File: src/rtl/ppc_pkg.sv
// ****************************************************************
// pad configuration constants
// ****************************************************************
package ppc_pkg;

  // bus geometry
  localparam int AXI_AW    = 18;
  localparam int AXI_DW    = 32;
  localparam int REG_W     = 16;

  // register index, byte address is four times this
  typedef logic [15:0] ppc_idx_t;

  // output driver registers, one per port half or port
  localparam int       N_DRV            = 10;
  localparam ppc_idx_t DRV_IDX [N_DRV]  = '{16'hf080, 16'hf082, 16'hf084, 16'hf086, 16'hf088,
                                            16'hf08a, 16'hf08c, 16'hf08e, 16'hf090, 16'hf092};
  localparam int       DRV_NIB [N_DRV]  = '{2, 2, 2, 2, 4, 4, 2, 2, 2, 2};
  localparam int       DRV_NBASE[N_DRV] = '{0, 2, 4, 6, 8, 12, 16, 18, 20, 22};
  localparam int       N_NIB            = 24;
  localparam logic [15:0] DRV_RST       = 16'h0000;

  // nibble field layout
  localparam int NIB_W     = 4;
  localparam int EDGE_LSB  = 0;
  localparam int DRIVE_LSB = 2;

  // field codes
  localparam logic [1:0] EDGE_FAST  = 2'b00;
  localparam logic [1:0] EDGE_SLOW  = 2'b01;
  localparam logic [1:0] DRIVE_FULL = 2'b00;
  localparam logic [1:0] DRIVE_DYN  = 2'b01;
  localparam logic [1:0] DRIVE_LOW  = 2'b10;

  // open drain select registers, ports 2 3 4 6 7 8, extended space
  localparam int          N_OD            = 6;
  localparam int          N_OD_PIN        = 64;
  localparam ppc_idx_t    OD_IDX [N_OD]   = '{16'hf1c8, 16'hf1ca, 16'hf1cc, 16'hf1ce, 16'hf1d0, 16'hf1d2};
  localparam int          OD_W   [N_OD]   = '{16, 16, 8, 8, 8, 8};
  localparam int          OD_BASE[N_OD]   = '{0, 16, 32, 40, 48, 56};
  localparam logic [15:0] OD_MASK[N_OD]   = '{16'hffff, 16'hbfff, 16'h00ff, 16'h00ff, 16'h00ff, 16'h00ff};
  localparam logic [15:0] OD_RST          = 16'h0000;

  // input threshold register, bytes p2l p2h p3l p3h p4 - p7 p8
  localparam ppc_idx_t    THR_IDX         = 16'hf1c4;
  localparam logic [7:0]  THR_MASK        = 8'hdf;
  localparam logic [7:0]  THR_RST         = 8'h00;
  localparam int          N_THR_PIN       = 56;
  localparam int          THR_POS[7]      = '{0, 1, 2, 3, 4, 6, 7};
  localparam logic [55:0] THR_PIN_MASK    = 56'hffffff_bfff_ffff;

  // bus answers
  localparam logic [1:0] RESP_OKAY   = 2'b00;
  localparam logic [1:0] RESP_SLVERR = 2'b10;

endpackage

File: src/rtl/ppc_wr_if.sv
`timescale 1ns/1ps
`default_nettype none
// ****************************************************************
// register write strobe carrier
// ****************************************************************
interface ppc_wr_if;
  import ppc_pkg::*;
  logic        wr_en;
  ppc_idx_t    wr_idx;
  logic [15:0] wr_data;
  logic [1:0]  wr_be;
  modport src (output wr_en, output wr_idx, output wr_data, output wr_be);
  modport dst (input wr_en, input wr_idx, input wr_data, input wr_be);
endinterface
`default_nettype wire

File: src/rtl/ppc_drv_reg.sv
`timescale 1ns/1ps
`default_nettype none
// ****************************************************************
// one output driver register with nibble decode
// ****************************************************************
module ppc_drv_reg
  import ppc_pkg::*;
#(
  parameter ppc_idx_t IDX = 16'h0000,
  parameter int       NIB = 2
) (
  input  wire logic           clk_in,
  input  wire logic           rstn_in,
  ppc_wr_if.dst               wr,
  output logic [15:0]         value_out,
  output logic [NIB-1:0]      slow_edge_out,
  output logic [NIB-1:0]      dyn_drive_out,
  output logic [NIB-1:0]      low_drive_out
);
  // fields above the last nibble do not exist and read zero
  localparam logic [15:0] WMASK = 16'((32'd1 << (NIB_W * NIB)) - 32'd1);

  logic [15:0]    value_ff;
  logic [15:0]    nxt_value;
  logic [NIB-1:0] slow_ff;
  logic [NIB-1:0] dyn_ff;
  logic [NIB-1:0] low_ff;

  // byte lane merge
  always_comb begin
    nxt_value = value_ff;
    if (wr.wr_en && (wr.wr_idx == IDX)) begin
      if (wr.wr_be[0]) nxt_value[7:0] = wr.wr_data[7:0];
      if (wr.wr_be[1]) nxt_value[15:8] = wr.wr_data[15:8];
    end
    nxt_value = nxt_value & WMASK;
  end

  // stored fields, all zero after reset
  always_ff @(posedge clk_in) begin
    if (!rstn_in) value_ff <= DRV_RST;
    else value_ff <= nxt_value;
  end

  // decode from the next value so pads follow the register without lag
  for (genvar n = 0; n < NIB; n++) begin : g_nib
    always_ff @(posedge clk_in) begin
      if (!rstn_in) begin
        slow_ff[n] <= 1'b0;
        dyn_ff[n]  <= 1'b0;
        low_ff[n]  <= 1'b0;
      end else begin
        // reserved codes fall back to fast edge and full strength
        slow_ff[n] <= nxt_value[n*NIB_W+EDGE_LSB +: 2] == EDGE_SLOW;
        dyn_ff[n]  <= nxt_value[n*NIB_W+DRIVE_LSB +: 2] == DRIVE_DYN;
        low_ff[n]  <= nxt_value[n*NIB_W+DRIVE_LSB +: 2] == DRIVE_LOW;
      end
    end
  end

  assign value_out     = value_ff;
  assign slow_edge_out = slow_ff;
  assign dyn_drive_out = dyn_ff;
  assign low_drive_out = low_ff;
endmodule
`default_nettype wire

File: src/rtl/ppc_od_reg.sv
`timescale 1ns/1ps
`default_nettype none
// ****************************************************************
// one open drain select register
// ****************************************************************
module ppc_od_reg
  import ppc_pkg::*;
#(
  parameter ppc_idx_t    IDX  = 16'h0000,
  parameter int          W    = 8,
  parameter logic [15:0] MASK = 16'h00ff
) (
  input  wire logic   clk_in,
  input  wire logic   rstn_in,
  ppc_wr_if.dst       wr,
  output logic [15:0] value_out,
  output logic [W-1:0] od_out
);
  logic [15:0] value_ff;
  logic [15:0] nxt_value;

  // byte lane merge, missing lines masked off
  always_comb begin
    nxt_value = value_ff;
    if (wr.wr_en && (wr.wr_idx == IDX)) begin
      if (wr.wr_be[0]) nxt_value[7:0] = wr.wr_data[7:0];
      if (wr.wr_be[1]) nxt_value[15:8] = wr.wr_data[15:8];
    end
    nxt_value = nxt_value & MASK;
  end

  // one bit per line, clear selects push-pull
  always_ff @(posedge clk_in) begin
    if (!rstn_in) value_ff <= OD_RST;
    else value_ff <= nxt_value;
  end

  assign value_out = value_ff;
  assign od_out    = value_ff[W-1:0];
endmodule
`default_nettype wire

File: src/rtl/ppc_top.sv
// Design decision made here: register access over AXI4-Lite.
`timescale 1ns/1ps
`default_nettype none
// Behaviour
// - Open drain bit clear, the reset state, gives a push-pull driver.
// - Open drain bit set makes the line drive low only.
// - Open drain control exists only for ports 2, 3, 4, 6, 7, 8.
// - Every open drain capable line has its own select bit.
// - Open drain select registers live in the extended register space.
// - Threshold select per byte: one bit for ports 4, 7, 8; two for 2, 3.
// - Low byte select 0 gives TTL on pins 7..0, 1 gives hysteresis.
// - High byte select 0 gives TTL on pins 15..8, 1 gives hysteresis.
// - Direction and driver mode ignore the selected input threshold.
// - Edge rate chosen per nibble of pins by a two bit field.
// - Drive strength chosen per same nibble by its own two bit field.
// - Edge code 00 fast, 01 slow, 10 and 11 reserved.
// - Drive code 00 full, 01 dynamic, 10 reduced, 11 reserved.
// - Output control registers of 8-bit ports read zero in bits 15..8.
// - Nibble 0 drives pins 3..0 upward; port 3 top nibble has 15, 13, 12.
module ppc_top
  import ppc_pkg::*;
(
  // clock and reset
  input  wire logic                 mclk_in,
  input  wire logic                 rstn_in,
  // write address and data
  input  wire logic [AXI_AW-1:0]    s_axi_awaddr_in,
  input  wire logic                 s_axi_awvalid_in,
  output logic                      s_axi_awready_out,
  input  wire logic [AXI_DW-1:0]    s_axi_wdata_in,
  input  wire logic [3:0]           s_axi_wstrb_in,
  input  wire logic                 s_axi_wvalid_in,
  output logic                      s_axi_wready_out,
  // write response
  output logic [1:0]                s_axi_bresp_out,
  output logic                      s_axi_bvalid_out,
  input  wire logic                 s_axi_bready_in,
  // read channels
  input  wire logic [AXI_AW-1:0]    s_axi_araddr_in,
  input  wire logic                 s_axi_arvalid_in,
  output logic                      s_axi_arready_out,
  output logic [AXI_DW-1:0]         s_axi_rdata_out,
  output logic [1:0]                s_axi_rresp_out,
  output logic                      s_axi_rvalid_out,
  input  wire logic                 s_axi_rready_in,
  // pad controls, all from flops
  output logic [N_OD_PIN-1:0]       open_drain_out,
  output logic [N_THR_PIN-1:0]      hyst_en_out,
  output logic [N_NIB-1:0]          slow_edge_out,
  output logic [N_NIB-1:0]          dyn_drive_out,
  output logic [N_NIB-1:0]          low_drive_out
);

  // ****************************************************************
  // declarations
  // ****************************************************************
  // shared write carrier
  ppc_wr_if wr_bus ();

  // bus channel state
  logic              awready_ff;
  logic              wready_ff;
  logic              aw_got_ff;
  logic              w_got_ff;
  logic [AXI_AW-1:0] aw_addr_ff;
  logic [15:0]       w_data_ff;
  logic [1:0]        w_be_ff;
  logic              bvalid_ff;
  logic [1:0]        bresp_ff;
  logic              arready_ff;
  logic              rvalid_ff;
  logic [AXI_DW-1:0] rdata_ff;
  logic [1:0]        rresp_ff;

  // registered write strobe
  logic              wr_en_ff;
  ppc_idx_t          wr_idx_ff;
  logic [15:0]       wr_data_ff;
  logic [1:0]        wr_be_ff;

  // decode helpers
  logic              aw_take;
  logic              w_take;
  logic              wr_fire;
  logic              wr_hit;
  ppc_idx_t          aw_idx;
  logic              rd_hit;
  logic [15:0]       rd_val;
  ppc_idx_t          ar_idx;

  // threshold select
  logic [7:0]        thr_ff;
  logic [7:0]        nxt_thr;
  logic [N_THR_PIN-1:0] hyst_ff;

  // read back views
  logic [15:0]       drv_val [N_DRV];
  logic [15:0]       od_val  [N_OD];

  // ****************************************************************
  // write address and data channels
  // ****************************************************************

  // both channels may arrive in either order; each is held once taken
  // low ready flags keep one write in flight
  assign aw_take = s_axi_awvalid_in && awready_ff;
  assign w_take  = s_axi_wvalid_in && wready_ff;
  assign wr_fire = aw_got_ff && w_got_ff && !bvalid_ff;
  assign aw_idx  = aw_addr_ff[17:2];

  // address channel capture
  // whole address kept to refuse unaligned
  always_ff @(posedge mclk_in) begin
    if (!rstn_in) begin
      awready_ff <= 1'b1;
      aw_got_ff  <= 1'b0;
      aw_addr_ff <= '0;
    end else if (aw_take) begin
      awready_ff <= 1'b0;
      aw_got_ff  <= 1'b1;
      aw_addr_ff <= s_axi_awaddr_in;
    end else if (wr_fire) begin
      aw_got_ff <= 1'b0;
    end else if (bvalid_ff && s_axi_bready_in) begin
      awready_ff <= 1'b1; // reopen only after the response is gone
    end
  end

  // data channel capture, only the low half-word is backed by storage
  // strobes of lanes 3 and 2 are dropped
  always_ff @(posedge mclk_in) begin
    if (!rstn_in) begin
      wready_ff <= 1'b1;
      w_got_ff  <= 1'b0;
      w_data_ff <= '0;
      w_be_ff   <= '0;
    end else if (w_take) begin
      wready_ff <= 1'b0;
      w_got_ff  <= 1'b1;
      w_data_ff <= s_axi_wdata_in[15:0];
      w_be_ff   <= s_axi_wstrb_in[1:0];
    end else if (wr_fire) begin
      w_got_ff <= 1'b0;
    end else if (bvalid_ff && s_axi_bready_in) begin
      wready_ff <= 1'b1;
    end
  end

  // ****************************************************************
  // write decode and response
  // ****************************************************************

  // mapped only at an aligned word of a known index
  // this copy picks the response code and gates the write strobe
  always_comb begin
    wr_hit = 1'b0;
    if (aw_addr_ff[1:0] == 2'b00) begin
      if (aw_idx == THR_IDX) wr_hit = 1'b1;
      for (int i = 0; i < N_DRV; i++) begin
        if (aw_idx == DRV_IDX[i]) wr_hit = 1'b1;
      end
      for (int i = 0; i < N_OD; i++) begin
        if (aw_idx == OD_IDX[i]) wr_hit = 1'b1;
      end
    end
  end

  // one-cycle strobe toward the register holders
  // a cycle of latency keeps decode off the bus path
  always_ff @(posedge mclk_in) begin
    if (!rstn_in) begin
      wr_en_ff   <= 1'b0;
      wr_idx_ff  <= '0;
      wr_data_ff <= '0;
      wr_be_ff   <= '0;
    end else begin
      wr_en_ff   <= wr_fire && wr_hit; // unmapped writes change nothing
      wr_idx_ff  <= aw_idx;
      wr_data_ff <= w_data_ff;
      wr_be_ff   <= w_be_ff;
    end
  end

  assign wr_bus.wr_en   = wr_en_ff;
  assign wr_bus.wr_idx  = wr_idx_ff;
  assign wr_bus.wr_data = wr_data_ff;
  assign wr_bus.wr_be   = wr_be_ff;

  // write response held until the master takes it
  // code fixed when the write fires
  always_ff @(posedge mclk_in) begin
    if (!rstn_in) begin
      bvalid_ff <= 1'b0;
      bresp_ff  <= RESP_OKAY;
    end else if (wr_fire) begin
      bvalid_ff <= 1'b1;
      bresp_ff  <= wr_hit ? RESP_OKAY : RESP_SLVERR;
    end else if (bvalid_ff && s_axi_bready_in) begin
      bvalid_ff <= 1'b0;
    end
  end

  // ****************************************************************
  // read channel
  // ****************************************************************
  // low address bits must be zero for a hit
  assign ar_idx = s_axi_araddr_in[17:2];

  // read mux over all register holders
  // a miss reads zero with an error code
  always_comb begin
    rd_hit = 1'b0;
    rd_val = '0;
    if (s_axi_araddr_in[1:0] == 2'b00) begin
      if (ar_idx == THR_IDX) begin
        rd_hit = 1'b1;
        rd_val = {8'h00, thr_ff};
      end
      for (int i = 0; i < N_DRV; i++) begin
        if (ar_idx == DRV_IDX[i]) begin
          rd_hit = 1'b1;
          rd_val = drv_val[i];
        end
      end
      for (int i = 0; i < N_OD; i++) begin
        if (ar_idx == OD_IDX[i]) begin
          rd_hit = 1'b1;
          rd_val = od_val[i];
        end
      end
    end
  end

  // data sampled at the address handshake, held until taken
  // arready low while rvalid stands: one read
  always_ff @(posedge mclk_in) begin
    if (!rstn_in) begin
      arready_ff <= 1'b1;
      rvalid_ff  <= 1'b0;
      rdata_ff   <= '0;
      rresp_ff   <= RESP_OKAY;
    end else if (s_axi_arvalid_in && arready_ff) begin
      arready_ff <= 1'b0;
      rvalid_ff  <= 1'b1;
      rdata_ff   <= {16'h0000, rd_val};
      rresp_ff   <= rd_hit ? RESP_OKAY : RESP_SLVERR;
    end else if (rvalid_ff && s_axi_rready_in) begin
      arready_ff <= 1'b1;
      rvalid_ff  <= 1'b0;
    end
  end

  // ****************************************************************
  // input threshold select
  // ****************************************************************

  // bit 5 has no port behind it and stays zero
  // only the low lane holds select bits
  always_comb begin
    nxt_thr = thr_ff;
    if (wr_en_ff && (wr_idx_ff == THR_IDX) && wr_be_ff[0]) begin
      nxt_thr = wr_data_ff[7:0];
    end
    nxt_thr = nxt_thr & THR_MASK;
  end

  // all TTL after reset
  always_ff @(posedge mclk_in) begin
    if (!rstn_in) thr_ff <= THR_RST;
    else thr_ff <= nxt_thr;
  end

  // fan each byte select out to its eight pads, one set means hysteresis
  // next value decode: no lag behind the register
  // port 3 pin 14 does not exist, held low
  for (genvar p = 0; p < N_THR_PIN; p++) begin : g_thr
    always_ff @(posedge mclk_in) begin
      if (!rstn_in) hyst_ff[p] <= 1'b0;
      else hyst_ff[p] <= nxt_thr[THR_POS[p/8]] & THR_PIN_MASK[p];
    end
  end

  // hysteresis enables to the pads
  assign hyst_en_out = hyst_ff;

  // ****************************************************************
  // output driver registers
  // ****************************************************************

  // nibble n of each register controls pins 4n+3..4n of its port
  // one strobe carrier serves the driver and open drain holders
  for (genvar i = 0; i < N_DRV; i++) begin : g_drv
    ppc_drv_reg #(
      .IDX (DRV_IDX[i]),
      .NIB (DRV_NIB[i])
    ) ppc_drv_reg_inst (
      .clk_in        (mclk_in),
      .rstn_in       (rstn_in),
      .wr            (wr_bus.dst),
      .value_out     (drv_val[i]),
      .slow_edge_out (slow_edge_out[DRV_NBASE[i] +: DRV_NIB[i]]),
      .dyn_drive_out (dyn_drive_out[DRV_NBASE[i] +: DRV_NIB[i]]),
      .low_drive_out (low_drive_out[DRV_NBASE[i] +: DRV_NIB[i]])
    );
  end

  // ****************************************************************
  // open drain select registers
  // ****************************************************************

  // driver mode bits never look at the threshold bits, by construction
  // masks keep absent lines at push-pull
  for (genvar i = 0; i < N_OD; i++) begin : g_od
    ppc_od_reg #(
      .IDX  (OD_IDX[i]),
      .W    (OD_W[i]),
      .MASK (OD_MASK[i])
    ) ppc_od_reg_inst (
      .clk_in    (mclk_in),
      .rstn_in   (rstn_in),
      .wr        (wr_bus.dst),
      .value_out (od_val[i]),
      .od_out    (open_drain_out[OD_BASE[i] +: OD_W[i]])
    );
  end

  // ****************************************************************
  // bus outputs
  // ****************************************************************

  // bus outputs straight from flops
  assign s_axi_awready_out = awready_ff;
  assign s_axi_wready_out  = wready_ff;
  assign s_axi_bvalid_out  = bvalid_ff;
  assign s_axi_bresp_out   = bresp_ff;
  assign s_axi_arready_out = arready_ff;
  assign s_axi_rvalid_out  = rvalid_ff;
  assign s_axi_rdata_out   = rdata_ff;
  assign s_axi_rresp_out   = rresp_ff;

endmodule
`default_nettype wire

File: config.mk
export PLATFORM = sky130hd
export DESIGN_NAME = ppc_top
export DESIGN_NICKNAME = d
export VERILOG_FILES = /design/src/rtl/ppc_pkg.sv /design/src/rtl/ppc_wr_if.sv /design/src/rtl/ppc_drv_reg.sv /design/src/rtl/ppc_od_reg.sv /design/src/rtl/ppc_top.sv
export SDC_FILE = /design/constraint.sdc
export NUM_CORES = 1
export LEC_CHECK = 0
export BUFFER_PORTS_ARGS = -buffer_cell sky130_fd_sc_hd__buf_2
export CAP_MARGIN = 15
export CORE_UTILIZATION = 35
export DETAILED_ROUTE_END_ITERATION = 10
export PLACE_DENSITY = 0.64
export SYNTH_ARGS = -nofsm -noshare
export SYNTH_HDL_FRONTEND = slang
export SYNTH_SLANG_ARGS = --single-unit
export TNS_END_PERCENT = 50
File: constraint.sdc
create_clock -name mclk_in -period 2.4 [get_ports mclk_in]
set_input_delay 0.24 -clock mclk_in [delete_from_list [all_inputs] [get_ports mclk_in]]
set_output_delay 0.24 -clock mclk_in [all_outputs]
set_load 0.05 [all_outputs]
==> metrics.md <==
| Metric | Value |
|---|---|
| Worst Hold Endpoint | `s_axi_arready_out` |
| Worst path slowest cell | `nor4bb_1` |
| Post-DRT Antenna Nets | `0` |
| Synth async-reset ratio | `0%` |
| Worst Hold Depth | `3` |
| Worst hold start | `s_axi_arvalid_in` |
| RSZ-0062 raised after global routing | `no` |
| FF-to-FF End | `g_drv[4].ppc_drv_reg_inst.slow_edge_out[0]` |
| Synth Area in Compound Gates | `15.7%` |
| Max-slew violation count | `0` |
| Min cycle time layout | `2.27 ns` |
| Synth Area in XOR/XNOR | `0%` |
| Port Buffer Count | `273` |
| Core Rows | `75` |
| Share of cells above drive strength 1 | `26.6%` |
| Clock-pin slew on the worst setup and hold paths | `0.06 ns` |
| Filler instances | `4102` |
| Top cells by area, synth | `dfxtp_1 45%, a21oi_1 6.0%, mux2i_1 5.9%` |
| Max stage delay on crit path | `0.35 ns` |
| Worst Reg2Reg Path Length in Cells | `8` |
| Largest family of logic cells by synthesized area | `simple AND/OR/NAND/NOR gates` |
| First-pass GRT wire length | `84700 um` |
| Status | `completed` |
| CTS tree | `done` |
| Simple-gate share of the synthesized area | `25.4%` |
| Initial antenna violation count | `2` |
| Most instantiated library cell after synthesis | `dfxtp_1` |
| Power Dens Cells | `675 nW/um2` |
| Leakage | `8.20 nW` |
| # DRC | `0` |
| Wire per inst | `21.1 um` |
| Worst path cell trace | `nor4bb_1 > buf_4 > and4_1 > and2_2 > buf_4 > nand2_1 > or2_2 > a21oi_1` |
| Yosys top cell by area | `dfxtp_1` |
| Worst setup EP type | `flip-flop` |
| Crit path kind | `reg -> reg` |
| Worst Hold Class | `in -> reg` |
| Via count | `14438` |
| Top-Level Pins | `312` |
| Sequential area share after synthesis | `45.0%` |
| Syn. warnings | `0` |
| Vias per cell | `5.33` |
| Mux contribution to synthesized area | `6.08%` |
| Worst Path Required | `2.88 ns` |
| Reg2Reg Launch Point | `wr_bus.wr_idx[5]` |
| Non-Filler Instances | `2708` |
| Area Growth Syn to Fin | `28.3%` |
| Number of diodes | `0` |
| Clock Path Buffers | `3` |
| Core area | `41900 um2` |
| Pin count of the biggest net entering global routing | `68` |
| Worst-path maximum fanout | `12` |
| Finished Core Util | `45.5%` |
| Setup slack, reg-to-reg | `0.13 ns` |
| Fin Hold WS | `0.0945 ns` |
| GRT Overall Usage | `25.9%` |
| Slew headroom | `47.8%` |
| Synth top cells by count | `334 x dfxtp_1, 216 x nand2_1, 210 x nor2_1` |
| Max Cap Viol | `0` |
| Adder-cell share of the synthesized area | `0%` |
| Final wirelength | `57200 um` |
| Seq cells post-synth | `334` |
| Final #Nets | `2219` |
| Data arrival time of the critical path | `2.76 ns` |
| Top_reg_cell synth | `dfxtp_1` |
| Initial Util | `35.4%` |
| CTS Buf Count | `39` |
| Crit-path most repeated cell | `buf_4` |
| Cells after Synth | `1792` |
| Global route overflow | `0` |
| H-tree levels | `2` |
| Skew-Pair Late Insertion Delay | `0.57 ns` |
| DRT iter0 DRCs | `1298` |
| Post-synth EDFFs | `0` |
| Final hold vios | `0` |
| Synth unique cells | `71` |
| Area share of the largest cell type after synthesis | `45.0%` |
| Netlist Area Pre-Place | `14900 um2` |
| RePlAce Congestion | `0.985` |
| Fmax | `440 MHz` |
| Die ar. | `43300 um2` |
| CTS Sinks | `334` |
| Worst VDD drop | `0.000444 V` |
| Vias in the first global route | `13755` |
| Final number of setup-violating endpoints | `0` |
| Worst Clk Skew | `0.0225 ns` |
| Post-Place Cells | `2598` |
| Die height | `208 um` |
| Tcrit/Tclk final | `94.7%` |
| Syn avg cell area | `8.29 um2` |
| Tightest Pin Transition | `0.783 ns` |
| Root Driver | `clkbuf_16` |
| Drt first pass iters | `8` |
| DPL Wire Length | `42600 um` |
| Chip width | `208 um` |
| CP Launch Type | `flip-flop` |
==> report_power, final <==
group | leakage (nW) | switching, mW | internal [mW]
Combinational | 4.84 | 0.642 | 0.319
Clock | 0.656 | 2.45 | 3.74
Sequential | 2.70 | 0.0727 | 5.65
Total | 8.20 | 3.16 | 9.70
==> placed cells by master, fill, tap and decap left out, types with 36 or more instances in the layout <==
cell type      synthesis  routed
dfxtp_1              334     334
o21ai_0               61      61
nor3b_1               36      36
nand2_1              216     212
mux2i_1               88      88
nand3_1               45      44
nor2_1               210     210
dlygate4sd3_1          0      40
clkbuf_16              0      39
buf_4                 68     175
o21a_1                40      40
a21oi_1              177     177
buf_2                  5     273
==> layer usage <==
layer | vias up | share of wire, % | wire length [um] | track usage (%)
met2 | 599 | 48 | 27600 | 43.5
met1 | 6928 | 42 | 23800 | 32.5
met3 | 103 | 6.8 | 3890 | 5.36
met5 | - | 0.045 | 26 | 0
li1 | 6804 | - | - | -
met4 | 4 | 3.2 | 1830 | 9.76
==> layout make-up <==
cell class / count / area, um2 / area share, %
timing repair buffer: 491 / 3140 / 16.5
tap: 539 / 674 / 3.54
inverter: 32 / 125 / 0.656
clock inverter: 13 / 209 / 1.10
clock buffer: 57 / 1130 / 5.94
multi-input combinational: 1242 / 7100 / 37.2
sequential: 334 / 6690 / 35.1
==> sequential cells by signal, summed over array words and instances, names as in the netlist, 2 cells and up <==
signal                                flops
g_drv.ppc_drv_reg_inst.slow_edge_out     24
w_data_ff                                16
g_od.ppc_od_reg_inst.value_out           32
g_od.ppc_od_reg_inst.od_out              31
thr_ff                                    7
wr_bus.wr_data                           16
wr_bus.wr_idx                            16
s_axi_rdata_out                          16
wr_be_ff                                  2
g_drv.ppc_drv_reg_inst.low_drive_out     24
aw_addr_ff                               18
g_drv.ppc_drv_reg_inst.dyn_drive_out     24
w_be_ff                                   2
g_drv.ppc_drv_reg_inst.value_out         96
==> worst max-delay path, delay by kind of cell (launching register included) <==
kind                   cells  cell delay [ns]
buffers and inverters      2             0.33
flip-flops                 1             0.30
AND/OR/NAND/NOR            5             1.41
AO/OA/AOI/OAI              1             0.14
==> worst max path at each step <==
| stage | startpoint | to | slack, ns | depth (start not counted) |
|---|---|---|---|---|
| after floorplan | s_axi_araddr_in[13] | s_axi_rdata_out[6] | 0.21 | 9 |
| after global placement | s_axi_araddr_in[12] | s_axi_rdata_out[7] | -0.47 | 9 |
| after detailed placement | s_axi_araddr_in[12] | s_axi_rdata_out[7] | -0.35 | 9 |
| after CTS | wr_bus.wr_idx[7] | g_drv[5].ppc_drv_reg_inst.dyn_drive_out[1] | 0.02 | 8 |
| after global routing | wr_bus.wr_idx[5] | g_drv[4].ppc_drv_reg_inst.low_drive_out[1] | 0.02 | 8 |
| final | wr_bus.wr_idx[5] | g_drv[4].ppc_drv_reg_inst.slow_edge_out[0] | 0.13 | 8 |
==> what timing repair did <==
item / in CTS / in global routing
buffers inserted: 0 / 0
setup endpoints to repair: 3 / 39
pin swaps: 0 / 0
gates cloned: 0 / 0
hold buffers: 40 / 0
endpoints found under the hold margin: 40 / 0
resized for setup: 1 / 8
==> kinds of logic after synthesis <==
kind of cell | Yosys count
DFF | 334
muxes | 90
and+or+nand+nor | 750
AOI/OAI and AO/OA | 382
other | 1
buffers and inverters | 235
==> metrics by stage <==
| step | setup TNS, ns | instance area [um2] | power [mW] | setup slack, ns |
|---|---|---|---|---|
| 6_report | 0 | 19100 | 12.9 | 0.126 |
| 5_1_grt | 0 | 19100 | 13.3 | 0.0182 |
| 4_1_cts | 0 | 19100 | 13.0 | 0.0173 |
| 3_5_place_dp | -4.07 | 17300 | 6.73 | -0.352 |
| 3_3_place_gp | -3.93 | 17300 | 6.72 | -0.473 |
| 2_1_floorplan | 0 | 14900 | 6.33 | 0.209 |
Note: power is estimated with default switching activity, not from simulation.
